[config.mk]
export PLATFORM = sky130hd
export DESIGN_NAME = pmt_measurement_timer
export DESIGN_NICKNAME = d
export VERILOG_FILES = /design/src/pmt_pkg.sv /design/src/pmt_measurement_timer.sv
export SDC_FILE = /design/constraint.sdc
export NUM_CORES = 1
export LEC_CHECK = 0
export ABC_AREA = 1
export BUFFER_PORTS_ARGS = -buffer_cell sky130_fd_sc_hd__buf_2
export CELL_PAD_IN_SITES_DETAIL_PLACEMENT = 0
export CELL_PAD_IN_SITES_GLOBAL_PLACEMENT = 1
export CORE_MARGIN = 8
export CORE_UTILIZATION = 35
export DETAILED_ROUTE_END_ITERATION = 12
export PLACE_DENSITY = 0.69
export RECOVER_POWER = 50
export REMOVE_ABC_BUFFERS = 1
export SETUP_SLACK_MARGIN = 0.05
export SLEW_MARGIN = 40
export SYNTH_ARGS = -nofsm -noshare
export SYNTH_HDL_FRONTEND = slang
export SYNTH_SLANG_ARGS = --single-unit
[constraint.sdc]
create_clock -name clk -period 5.63 [get_ports clk]
set_input_delay 0 -clock clk [delete_from_list [all_inputs] [get_ports clk]]
set_output_delay 0 -clock clk [all_outputs]
set_load 0.02 [all_outputs]
[src/pmt_pkg.sv]
// Shared constants and types for the pulse measurement timer
package pmt_pkg;
   localparam int PMT_AW = 4;
   localparam int PMT_DW = 16;
   localparam int PMT_ST_W = 3;

   // Register offsets
   localparam logic [3:0] PMT_OFF_MODE = 4'h0;
   localparam logic [3:0] PMT_OFF_CSRC = 4'h1;
   localparam logic [3:0] PMT_OFF_TIMER = 4'h2;
   localparam logic [3:0] PMT_OFF_STAT = 4'h3;
   localparam logic [3:0] PMT_OFF_MASK = 4'h4;

   // Mode register fields
   localparam int PMT_MODE_OP_LSB = 0;
   localparam int PMT_MODE_STOP_BIT = 3;
   localparam int PMT_MODE_EDGE_BIT = 5;
   localparam int PMT_MODE_EVT_BIT = 7;
   localparam logic [2:0] PMT_OP_PERIOD = 3'h2;
   localparam logic [2:0] PMT_OP_WIDTH = 3'h3;
   localparam logic [15:0] PMT_MODE_RST = 16'h0000;
   localparam logic [15:0] PMT_MODE_MASK = 16'h00af;

   // Count source register fields
   localparam int PMT_CSRC_SEL_LSB = 0;
   localparam int PMT_CSRC_LOW_BIT = 4;
   localparam logic [3:0] PMT_SRC_SUB = 4'ha;
   localparam logic [15:0] PMT_CSRC_RST = 16'h0003;
   localparam logic [15:0] PMT_CSRC_MASK = 16'h001f;

   // Status and mask bits
   localparam int PMT_ST_DONE_BIT = 0;
   localparam int PMT_ST_REQ_BIT = 1;
   localparam int PMT_ST_UNF_BIT = 2;
   localparam logic [2:0] PMT_STAT_RST = 3'h0;
   localparam logic [2:0] PMT_MASK_RST = 3'h0;

   typedef enum logic [1:0] {
      PMT_ST_IDLE = 2'b00,
      PMT_ST_ARMED = 2'b01,
      PMT_ST_MEAS = 2'b10
   } pmt_state_t;
endpackage : pmt_pkg

[src/pmt_measurement_timer.sv]
// Pulse period and pulse width measurement timer with register port
//
// Overview of operation
// RQ1: Mode bits 011 with event switch bit clear select pulse width measurement.
// RQ2: Mode bits 010 with event switch bit clear select pulse period measurement.
// RQ3: High or middle speed: main oscillator divided 2..1024, or undivided sub oscillator.
// RQ4: Low speed: sub oscillator divided 2..1024 in powers of two, or undivided.
// RQ5: Width measurement completion sets the measurement timer request flag.
// RQ6: Period measurement completion sets the measurement timer request flag.
// RQ7: Width mode counts high interval, or low interval when edge bit is one.
// RQ8: Period mode counts falling to falling, or rising to rising when edge bit set.
// RQ9: Period mode valid edge latches count complement and reloads all ones.
// RQ10: Width completion edge latches the complement of the current count.
// RQ11: Width start and completion edges both reload the counter with all ones.
// RQ12: Underflow raises the request and reloads all ones in either mode.
// RQ13: Timer reads return the latched value, held until next completion.
// RQ14: Running count unreadable; timer writes only act while stopped.
// RQ15: Software does not write the latch during a measurement.
// RQ16: Software sets the shared port pin carrying the capture input to input.
// RQ17: Enabling measurement does not clear the counter; prior value is kept.
// RQ18: Counter decrements once per selected count source pulse while running.
//
// Implementation choices: the strobed register port and the register offsets.
`timescale 1ns/10ps
module pmt_measurement_timer
   import pmt_pkg::*;
#(
   parameter int CNT_W = 16,
   parameter int DIV_STAGES = 10
) (
   input wire logic clk,
   input wire logic rst_b,
   input wire logic [PMT_AW-1:0] reg_addr,
   input wire logic [PMT_DW-1:0] reg_wdata,
   input wire logic reg_wr,
   input wire logic reg_rd,
   output logic [PMT_DW-1:0] reg_rdata,
   input wire logic main_osc_tick,
   input wire logic sub_osc_tick,
   input wire logic capture_input_pin,
   output logic irq
);

   if (CNT_W < 2 || CNT_W > PMT_DW) begin : g_bad_cnt_w
      $error("CNT_W must lie between 2 and the register data width");
   end
   if (DIV_STAGES < 1 || DIV_STAGES > 15) begin : g_bad_div
      $error("DIV_STAGES must lie between 1 and 15");
   end

   logic [PMT_DW-1:0] mode_reg;
   logic [PMT_DW-1:0] csrc_reg;
   logic [CNT_W-1:0] cnt;
   logic [CNT_W-1:0] meas_latch;
   logic [PMT_ST_W-1:0] stat;
   logic [PMT_ST_W-1:0] mask;
   logic [DIV_STAGES-1:0] div_cnt;
   logic pin_q;
   pmt_state_t state;
   pmt_state_t next_state;
   logic [CNT_W-1:0] next_cnt;
   logic [PMT_ST_W-1:0] next_stat;
   logic [PMT_DW-1:0] next_rdata;

   // Register decode
   wire wr_mode = reg_wr && reg_addr == PMT_OFF_MODE;
   wire wr_csrc = reg_wr && reg_addr == PMT_OFF_CSRC;
   wire wr_timer = reg_wr && reg_addr == PMT_OFF_TIMER;
   wire wr_stat = reg_wr && reg_addr == PMT_OFF_STAT;
   wire wr_mask = reg_wr && reg_addr == PMT_OFF_MASK;

   // Mode decode
   wire [2:0] op = mode_reg[PMT_MODE_OP_LSB +: 3];
   wire evt_sw = mode_reg[PMT_MODE_EVT_BIT];
   wire stop = mode_reg[PMT_MODE_STOP_BIT];
   wire edge_sel = mode_reg[PMT_MODE_EDGE_BIT];
   wire is_width = op == PMT_OP_WIDTH && !evt_sw; // RQ1
   wire is_period = op == PMT_OP_PERIOD && !evt_sw; // RQ2
   wire meas_mode = is_width || is_period;
   wire running = meas_mode && !stop;

   // Count source: one shared divider, its input picked by the speed mode
   wire low_speed = csrc_reg[PMT_CSRC_LOW_BIT];
   wire [3:0] src_sel = csrc_reg[PMT_CSRC_SEL_LSB +: 4];
   wire base_tick = low_speed ? sub_osc_tick : main_osc_tick; // RQ3 RQ4
   wire [DIV_STAGES-1:0] div_pulse;
   genvar k;
   for (k = 0; k < DIV_STAGES; k = k + 1) begin : g_div
      assign div_pulse[k] = base_tick && (&div_cnt[k:0]);
   end
   // Undivided sub oscillator stays selectable in every speed mode
   wire src_pulse = (src_sel == PMT_SRC_SUB) ? sub_osc_tick : // RQ3 RQ4
                    (32'(src_sel) < DIV_STAGES) ? div_pulse[src_sel] : 1'b0;

   // Edge detection on the capture input
   wire pin_rise = capture_input_pin && !pin_q;
   wire pin_fall = !capture_input_pin && pin_q;
   wire width_start = edge_sel ? pin_fall : pin_rise; // RQ7
   wire width_end = edge_sel ? pin_rise : pin_fall; // RQ7
   wire period_edge = edge_sel ? pin_rise : pin_fall; // RQ8

   // Measurement events
   wire start_evt = state == PMT_ST_ARMED && running && (is_width ? width_start : period_edge);
   wire period_done = state == PMT_ST_MEAS && running && is_period && period_edge;
   wire width_done = state == PMT_ST_MEAS && running && is_width && width_end;
   wire done_evt = period_done || width_done;
   wire reload_evt = start_evt || done_evt; // RQ9 RQ11

   // Width mode only counts inside the measured interval; period mode runs
   // from enable, down from whatever the counter held, until the first valid edge reloads all ones
   wire count_en = running && src_pulse &&
                   (is_period ? state != PMT_ST_IDLE : state == PMT_ST_MEAS); // RQ18 RQ17
   wire underflow = count_en && cnt == '0 && !reload_evt;
   wire timer_wr_ok = wr_timer && (!meas_mode || stop); // RQ14

   // Event set vector in status layout
   wire [PMT_ST_W-1:0] set_vec = {underflow, done_evt || underflow, done_evt}; // RQ5 RQ6 RQ12

   always_comb begin
      next_state = state;
      case (state)
         PMT_ST_IDLE: begin
            if (running) begin
               next_state = PMT_ST_ARMED;
            end
         end
         PMT_ST_ARMED: begin
            if (!running) begin
               next_state = PMT_ST_IDLE;
            end else if (start_evt) begin
               next_state = PMT_ST_MEAS;
            end
         end
         PMT_ST_MEAS: begin
            if (!running) begin
               next_state = PMT_ST_IDLE;
            end else if (width_done) begin
               next_state = PMT_ST_ARMED;
            end
         end
         default: begin
            next_state = PMT_ST_IDLE;
         end
      endcase
   end

   always_comb begin
      if (reload_evt) begin
         next_cnt = '1; // RQ9 RQ11
      end else if (timer_wr_ok) begin
         next_cnt = reg_wdata[CNT_W-1:0]; // RQ14
      end else if (count_en) begin
         next_cnt = (cnt == '0) ? '1 : cnt - 1'b1; // RQ12 RQ18
      end else begin
         next_cnt = cnt; // RQ17
      end
   end

   // Set wins over a write-one clear in the same cycle
   assign next_stat = (wr_stat ? (stat & ~reg_wdata[PMT_ST_W-1:0]) : stat) | set_vec;

   // Read mux; measurement modes hide the running count
   wire [PMT_DW-1:0] timer_view = PMT_DW'(meas_mode ? meas_latch : cnt); // RQ13 RQ14
   assign next_rdata = !reg_rd ? '0 :
                       reg_addr == PMT_OFF_MODE ? mode_reg :
                       reg_addr == PMT_OFF_CSRC ? csrc_reg :
                       reg_addr == PMT_OFF_TIMER ? timer_view :
                       reg_addr == PMT_OFF_STAT ? PMT_DW'(stat) :
                       reg_addr == PMT_OFF_MASK ? PMT_DW'(mask) : '0;

   always_ff @(posedge clk or negedge rst_b) begin
      if (!rst_b) begin
         mode_reg <= PMT_MODE_RST;
         csrc_reg <= PMT_CSRC_RST;
         mask <= PMT_MASK_RST;
      end else begin
         if (wr_mode) begin
            mode_reg <= reg_wdata & PMT_MODE_MASK;
         end
         if (wr_csrc) begin
            csrc_reg <= reg_wdata & PMT_CSRC_MASK;
         end
         if (wr_mask) begin
            mask <= reg_wdata[PMT_ST_W-1:0];
         end
      end
   end

   always_ff @(posedge clk or negedge rst_b) begin
      if (!rst_b) begin
         state <= PMT_ST_IDLE;
         cnt <= '1;
         meas_latch <= '1;
         stat <= PMT_STAT_RST;
         pin_q <= 1'b0;
         div_cnt <= '0;
         reg_rdata <= '0;
      end else begin
         state <= next_state;
         cnt <= next_cnt;
         stat <= next_stat;
         pin_q <= capture_input_pin;
         reg_rdata <= next_rdata;
         if (base_tick) begin
            div_cnt <= div_cnt + 1'b1;
         end
         if (done_evt) begin
            meas_latch <= ~cnt; // RQ9 RQ10
         end
      end
   end

   assign irq = |(stat & mask);
endmodule : pmt_measurement_timer

Word-level counts from Yosys, hierarchy flattened --
Index checks and enable logic that the tools add are counted.
Word-level totals: register bits 78, input bits 27, output and inout port bits 17, logic and storage cells 117
Operators by class: add/sub/neg operators 2, magnitude comparators 2, equality and inequality tests 12, muxes and demuxes 27, bitwise gates (word level) 5, reductions and logical operators 59
Operators with widths (count):
- $mux 16 | 9
- $logic_and 1x1->1 | 32
- $logic_not 16->1 | 1
- $not 16->16 | 1
- $sub 16x1->16 const B | 1
- $add 10x1->10 const B | 1
- $mux 2 | 5
- $reduce_and 10->1 | 1
- $mux 3 | 3
- $reduce_and 9->1 | 1
- $eq 4x2->1 const B | 2
- $mux 1 | 8
- $reduce_and 8->1 | 1
- $reduce_and 7->1 | 1
- $and 3x3->3 | 2
- $eq 3x2->1 const B | 2
- $logic_not 1->1 | 6
- $ne 3x3->1 const B | 2
- $pmux 2 s3 | 1
- $reduce_and 3->1 | 2
- $reduce_and 6->1 | 1
- $logic_or 1x1->1 | 5
- $lt 4x5->1 const B | 1
- $reduce_and 5->1 | 1
- 17 further kinds | 17

Depth between registers and ports, before layout --
Gate-level depths: netlist of run 1.
depth in word-level cells 13, mapped depth 17, depth with buffers taken out 16

Worst setup path after synthesis of run 1 --
Ideal clock, no wire load.
path type register -> register, from register div_cnt[0], to register cnt[12], setup time 0.076 ns, arrival time 1.828 ns, required time 5.554 ns, slack 3.727 ns, cell stages (with the launch flop) 16, buffers on the path 1, clock period less this slack 1.903 ns, cell sequence dfrtp_1 -> ha_1 -> nand3_1 -> nor2_1 -> ha_1 -> o21ai_0 -> nand2_1 -> nand2_1 -> nand2_1 -> nand3_1 -> nand2_1 -> nand2_4 -> nand2_8 -> buf_8 -> nand2_1 -> nand2_1
On the way: word-level cells in the longest chain between the ends 9, elaborated cells on any way between the ends 26, those cells by class mux: 4; reduce/logical: 22
RTL lines:
- from (decl) | line pmt_measurement_timer.sv:57 | logic [DIV_STAGES-1:0] div_cnt;
- from (signal assigned) | line pmt_measurement_timer.sv:205 | div_cnt <= div_cnt + 1'b1;
- $reduce_and 10->1 (tied with other cells) | line pmt_measurement_timer.sv:89 | assign div_pulse[k] = base_tick && (&div_cnt[k:0]);
- $logic_and 1x1->1 | line pmt_measurement_timer.sv:89
- $bmux 1 s4 * | line pmt_measurement_timer.sv:93 | (32'(src_sel) < DIV_STAGES) ? div_pulse[src_sel] : 1'b0;
- $mux 1 (implied by the code) * | line pmt_measurement_timer.sv:93
- $mux 1 * | line pmt_measurement_timer.sv:93
- $mux 1 * | line pmt_measurement_timer.sv:92 | wire src_pulse = (src_sel == PMT_SRC_SUB) ? sub_osc_tick :
- $logic_and 1x1->1 * (2 in a row) | line pmt_measurement_timer.sv:111 | wire count_en = running && src_pulse &&
- $reduce_bool 3->1 (no line) *
- to (signal assigned) | line pmt_measurement_timer.sv:200 | cnt <= next_cnt;
- to (decl) | line pmt_measurement_timer.sv:53 | logic [CNT_W-1:0] cnt;
Every way passes the cells marked *; elsewhere a longest branch is shown, timed or not. The select of a mux whose other input is x is not followed. A chain may end at the register's enable or synchronous reset.

Worst setup path in the final report of run 1 --
from register div_cnt[0], to register cnt[8]
Same word-level chain as after synthesis.

==> results of run 1 <==
-- Yosys cell counts, drive strengths merged, types with 6 or more instances --
master	n	area (um^2)
nand2	205	830.8
inv	56	217.7
o21ai	55	279.0
nand3	54	282.8
nor2	48	224.0
dfrtp	44	1101
dfstp	34	893.4
a21oi	23	115.1
buf	9	76.32
clkbuf	7	26.28
nand4	7	43.79
ha	6	75.07
o211ai	6	45.04
xor2	6	52.55
-- tightest hold or removal path, cell delays in order --
cell,delay (ns)
buf_2,0.09
nand2_1,0.05
nand3_1,0.08
nand2_1,0.05
nand2_1,0.06
-- metrics by stage --
stage	power (uW)	utilization (%)
final	2158	41.46
after floorplan	1309	-
after detailed placement	1529	38.00
after CTS	2167	41.61
after global routing	2313	41.46
after global placement	1532	37.97
-- kinds of logic after synthesis --
family / share of synthesized area, %
compound gates: 10.57
xor+xnor: 1.790
fa+ha+maj: 1.705
buf+inv: 7.275
flops: 45.30
mux: 0.5115
simple gates: 32.85
-- timing repair --
item	4_1_cts	5_1_grt
resized for setup	0	0
hold buffers	13	0
hold endpoints to repair	60	0
-- per-layer routing --
layer,track usage (%),share of wire [%]
met5,0,0
met4,6.364,1.7
met3,2.537,3.8
met2,23.80,46
met1,20.74,49
-- placed cells by master, fill, tap and decap left out, drive strengths merged, types with 2 or more instances in the layout --
cell         instances
buf                 28
xnor2                3
inv                 56
dfstp               34
o211ai               6
nand3               54
a31oi                2
clkinv               2
nor3                 5
a21oi               23
nand4                7
nand3b               2
dfrtp               44
clkbuf              28
nand2              205
o21ai               55
nor2                48
dlygate4sd3         13
mux2                 2
ha                   6
xor2                 6
-- cell type report --
cell class / instances / area (um^2) / area share [%]
clock buffers: 13 / 280.3 / 5.422
clock inverters: 3 / 40.04 / 0.7746
inverters: 56 / 217.7 / 4.212
multi-input cells: 428 / 2088 / 40.40
flip-flops and latches: 78 / 1994 / 38.59
well taps: 172 / 215.2 / 4.164
repair buffers: 56 / 332.8 / 6.439
-- worst min-delay path by stage --
| stage | depth (start not counted) | slack (ns) | from | to |
|---|---|---|---|---|
| 6_report | 5 | 0.01 | reg_wdata[14] | cnt[14] |
| 5_1_grt | 5 | 0.03 | reg_wdata[13] | cnt[13] |
| 4_1_cts | 5 | 0.002 | reg_wdata[13] | cnt[13] |
| 3_5_place_dp | 1 | 0.09 | rst_b | mask[2] |
| 3_3_place_gp | 1 | 0.16 | capture_input_pin | pin_q |
| 2_1_floorplan | 0 | -0.30 | rst_b | csrc_reg[2] |
-- power breakdown --
part           switching, uW  leakage [uW]  internal [uW]
combinational            428       0.00139            247
sequential               155      0.000934            703
clock                    234      0.000162            390
total                    817       0.00248           1340
==> metrics.txt, run 1 <==
Finish-stage setup viols=0; CTS Buffer Depth=2; non-filler cells, final=about 810; clk sinks=just under 80; Post-synth top flop=dfrtp_1; crit-path most repeated cell=nand2_1; clock skew=0.006109 ns; Core ar.=0.01247 mm^2; CTS tree=built; Slew @ Worst Pin=between 0.7 and 0.8 ns; Reg-to-Reg End=cnt[8]; residual DRC count=0; CTS Buf Count=9; sequential-to-total area share from yosys stat=between 40 and 50%; Worst Path Arrival=2.44 ns; final worst path period need=roughly 2.2 ns; # port buffers=43; post-synthesis cell type count=37; Levels on crit path=14; number of I/O pins=44; H-Tree Level Count=3; Worst path slowest cell=dfrtp_1; Rel. slew slack=roughly 50%; antenna violations before repair=0; worst hold path type=input pin to flip-flop; CP required=5.90 ns; Mapped Avg Cell Area=7.618 um^2; die width=128.2 um; row count=slightly above 40; Final Worst Setup Slack=3.463 ns; DR pass1 iterations=5; Final GP Congestion=slightly below 0.9; first-pass GRT wire length=19920 um; Synth Warn #=0; maximum vdd drop=just under 0.2 mV; critical path startpoint category=flip-flop; CP bufs+invs=0; unrepaired setup endpoints after global routing=false; Hold Fails Final Rpt=0; DP Cell Count=777; final hold slack=0.01293 ns; R2R setup slack=around 3.5 ns; Mapped Cells=between 500 and 600; TNS Setup=0 ns; final wirelength=between 10000 and 15000 um; leakage power=0.002483 uW; pwr dens=417.4 mW/mm^2; initial core utilization=between 30% and 40%; total gr overflow=0; CP Cell Sequence=ha_1 -> nand3_1 -> nor2_1 -> ha_1 -> o21ai_0 -> nand2_1 -> nand2_1 -> nand2_1 -> nand3_1 -> nand2_1 -> nand2_4 -> nand2_8 -> nand2_1 -> nand2_1; CP startpoint=div_cnt[0]; dpl hpwl=~8600 um; vias per inst=between 4 and 5; post-CTS setup buffers=0; Area Growth Syn to Fin=17.39%; NumNets Final=roughly 660; vias in the first global route=about 4000; routed via count=3927; Async SR Flop Fraction=100.0%; post-placement cell area=about 0.0047 mm^2; pre-CTS WS=3.472 ns; CP Class=flip-flop to flip-flop; status=complete, no violations; R2R cell count=14; period utilisation layout=between 30% and 40%; Mapped Area=0.004403 mm^2; fmax=approximately 0.46 GHz; die footprint=0.01643 mm^2; die height=128.2 um; Crit Path Max Fanout=17; Crit path max-delay family=simple AND/OR/NAND/NOR gates; largest registers=cnt (16), meas_latch (16), reg_rdata (16); Final Cell Area=about 0.0052 mm^2; Max Cap Violations=0; CP max stage delay=0.42 ns; worst r2r src=div_cnt[0]; Root Driver=clkbuf_16; Max Slew Vio Count=0; crit path capture=cnt[8]; Setup crit end kind=flip-flop; ANT nets after route=0; largest net degree at the start of global routing=79; wire length per cell=roughly 15 um; Clock transition at path regs=roughly 0.060 ns; fill count=between 1000 and 1500; 1st-iter DRT viols=333; Worst-Skew Late Latency=0.34 ns; proportion of layout cells with a drive suffix above 1=between 15 and 20%; GRT Util Overall=about 15%; Yosys reg bits=slightly below 80; diodes inserted=0; number of flops mapped to enable cells by yosys=0
No activity file was read; power rests on OpenSTA's default activity.
==> run 2, diff against run 1 <==
Settings changed: ABC_AREA 1 to 0, PLACE_DENSITY 0.69 to 0.67.
Clock period 5.63 ns to 2.3 ns, I/O delays scaled along.
==> run 2 against run 1 <==
- the flow now finishes with violations (capacitance limit, slew limit, setup timing)
- clock power rose to 2.5 times the previous value
- synthesized cell count fell by 23%
- global-route usage rose by 0.24 points
- sequential share of layout area fell by 3.4 points
- register-to-register slack got worse by 3.5 ns
- worst setup slack got worse by 3.5 ns
- highest routed layer unchanged
==> metrics.txt, run 2 <==
Rel. slew slack=-20.98% (was 51.36%); proportion of layout cells with a drive suffix above 1=34.64% (was 16.56%); Core ar.=0.01186 mm^2 (was 0.01247 mm^2); leakage power=0.002405 uW (was 0.002483 uW); wire length per cell=17.46 um (was 14.78 um); fill count=1125 (was 1307); pre-CTS WS=-0.3517 ns (was 3.472 ns); post-synthesis cell type count=60 (was 37); die height=125.6 um (was 128.2 um); number of flops mapped to enable cells by yosys=0 (unchanged); CTS Buffer Depth=2 (unchanged); Reg-to-Reg End=cnt[14] (was cnt[8]); diodes inserted=0 (unchanged); Mapped Area=0.004202 mm^2 (was 0.004403 mm^2); post-placement cell area=0.004910 mm^2 (was 0.004737 mm^2); CTS tree=built (unchanged); H-Tree Level Count=3 (unchanged); sequential-to-total area share from yosys stat=47.47% (was 45.30%); clk sinks=78 (unchanged); largest registers=cnt (16), meas_latch (16), reg_rdata (16) (unchanged); period utilisation layout=102.2% (was 38.49%); post-synth top area share=26.21% (was 25.01%); antenna violations before repair=0 (unchanged); Slew @ Worst Pin=1.815 ns (was 0.7295 ns); Mapped Cells=445 (was 578); Worst Path Arrival=2.61 ns (was 2.44 ns); Clock transition at path regs=0.06 ns (about the same); Max Slew Vio Count=73 (was 0); Final GP Congestion=0.8548 (was 0.8879); Setup crit end kind=flip-flop (unchanged); WHS Path Cells=3 (was 5); Worst-Skew Late Latency=0.33 ns (was 0.34 ns); final hold slack=0.07195 ns (was 0.01293 ns); die footprint=0.01577 mm^2 (was 0.01643 mm^2); unrepaired setup endpoints after global routing=true (was false); row count=40 (was 41); fmax=0.4255 GHz (was 0.4614 GHz); worst r2r src=mode_reg[2] (was div_cnt[0]); R2R cell count=6 (was 14); total gr overflow=0 (unchanged); number of I/O pins=44 (unchanged); Hold Fails Final Rpt=0 (unchanged); Mapped Avg Cell Area=9.442 um^2 (was 7.618 um^2); worst hold path type=input pin to flip-flop (unchanged); Post-synth top cells=nand2_1, dfrtp_1, o21ai_0 (was nand2_1, o21ai_0, nand3_1); Final Cell Area=0.005673 mm^2 (was 0.005169 mm^2); CTS Buf Count=9 (unchanged); Max Cap Violations=1 (was 0); die width=125.6 um (was 128.2 um); pwr dens=846.6 mW/mm^2 (was 417.4 mW/mm^2); Hold Path Origin=reg_wdata[0] (was reg_wdata[14]); NumNets Final=588 (was 662); Post-synth top flop=dfrtp_1 (unchanged); dpl hpwl=8731 um (was 8637 um); status=finished with violations (was complete, no violations); final wirelength=12340 um (was 11910 um); post-layout util=47.83% (was 41.46%); Hold Path End=cnt[0] (was cnt[14]); first-pass GRT wire length=19880 um (was 19920 um); top post-synthesis cells by area=dfrtp_1, dfstp_2, nand2_1 (unchanged); routed via count=3753 (was 3927); Async SR Flop Fraction=100.0% (unchanged); Root Driver=clkbuf_16 (unchanged); Final Worst Setup Slack=-0.05031 ns (was 3.463 ns); # port buffers=43 (unchanged); 1st-iter DRT viols=207 (was 333); GRT Util Overall=15.60% (was 15.36%); largest net degree at the start of global routing=73 (was 79); Crit Path Max Fanout=4 (was 17); failing checks=capacitance limit, slew limit, setup timing; Synth Warn #=0 (unchanged); ANT nets after route=0 (unchanged); maximum vdd drop=0.4701 mV (was 0.1948 mV); most common cell after layout, fill and taps aside=nand2_1 (unchanged); DR pass1 iterations=4 (was 5); final worst path period need=2.350 ns (was 2.167 ns); Area Growth Syn to Fin=35.02% (was 17.39%); Yosys reg bits=78 (unchanged); Finish-stage setup viols=3 (was 0); initial core utilization=35.42% (was 35.32%); R2R setup slack=-0.05 ns (was 3.46 ns); CP Class=flip-flop to flip-flop (unchanged); top-count cell post-synth=nand2_1 (unchanged); Yosys top cell by area=dfrtp_1 (unchanged); clock skew=0.007587 ns (was 0.006109 ns); residual DRC count=0 (unchanged); critical path startpoint category=flip-flop (unchanged); vias in the first global route=3761 (was 3907); vias per inst=5.308 (was 4.872); TNS Setup=-0.1036 ns (was 0 ns); most frequent cells in the layout=nand2_1, buf_4, dfrtp_1 (was nand2_1, o21ai_0, nand3_1); CP required=2.56 ns (was 5.90 ns)
[run 2: cell types whose count changed after synthesis, moves of 8 or more]
cell	before	now
nand2_1	196	86
mux2_2	2	11
nand2b_1	0	10
nor4_1	0	8
nor2_1	40	26
nor2b_1	0	9
nand3_1	53	3
a211oi_1	0	8
inv_1	51	11
clkbuf_1	7	15
o21ai_0	54	39
[run 2: where the power goes]
part,switching (uW),internal (uW),leakage (uW)
logic,669,679,0.00132
clock network,557,1010,0.000156
registers,240,1650,0.000933
total,1470,3340,0.00241
[run 2: stage by stage]
step	cells	total power (uW)
6_report	707	4803
5_1_grt	707	5069
4_1_cts	703	4774
3_5_place_dp	665	3077
3_3_place_gp	665	3034
2_1_floorplan	424	2484
[run 2: how the worst max path moves through the flow]
stage / start / end / cells after the start
2_1_floorplan: div_cnt[0] / cnt[10] / 10
3_3_place_gp: div_cnt[0] / cnt[14] / 10
3_5_place_dp: div_cnt[1] / cnt[14] / 10
4_1_cts: div_cnt[1] / cnt[14] / 10
5_1_grt: div_cnt[0] / cnt[14] / 10
6_report: mode_reg[2] / cnt[14] / 6
[run 2: layer usage]
metal	track usage, %	wire, um
met1	20.31	5850
met2	25.27	5834
met4	6.089	202
met5	0	0
met3	2.592	453
[run 2: what timing repair did]
action | in CTS | in global routing
hold buffers | 17 | 0
hold endpoints to repair | 70 | 0
setup endpoints to repair | 18 | 18
pin swaps | 13 | 3
gates resized for setup | 20 | 21
setup buffers | 5 | 4
[run 2: final cells by class]
type | count | area (um^2) | area share (%)
Sequential cell | 78 | 1994 | 35.16
Clock buffer | 13 | 260.3 | 4.588
Clock inverter | 3 | 67.56 | 1.191
Inverter | 11 | 41.29 | 0.7278
Timing Repair Buffer | 120 | 844.6 | 14.89
Multi-Input combinational cell | 335 | 2281 | 40.21
Tap cell | 147 | 183.9 | 3.242
[run 2: kinds of logic after synthesis]
family	Yosys count	synth area share, %
AO/OA/AOI/OAI	116	19.06
XOR/XNOR	10	2.085
adder cells (fa/ha/maj)	6	1.787
buffers and inverters	32	3.305
flip-flops	78	47.47
multiplexers	16	4.139
AND/OR/NAND/NOR	187	22.16
[run 2: critical path, stage by stage (launching register included)]
cell     delay [ns]
dfrtp_1        0.38
or4b_4         0.57
a21oi_4        0.20
nand3_4        0.12
o31a_4         0.37
o41a_1         0.31
o32a_1         0.33
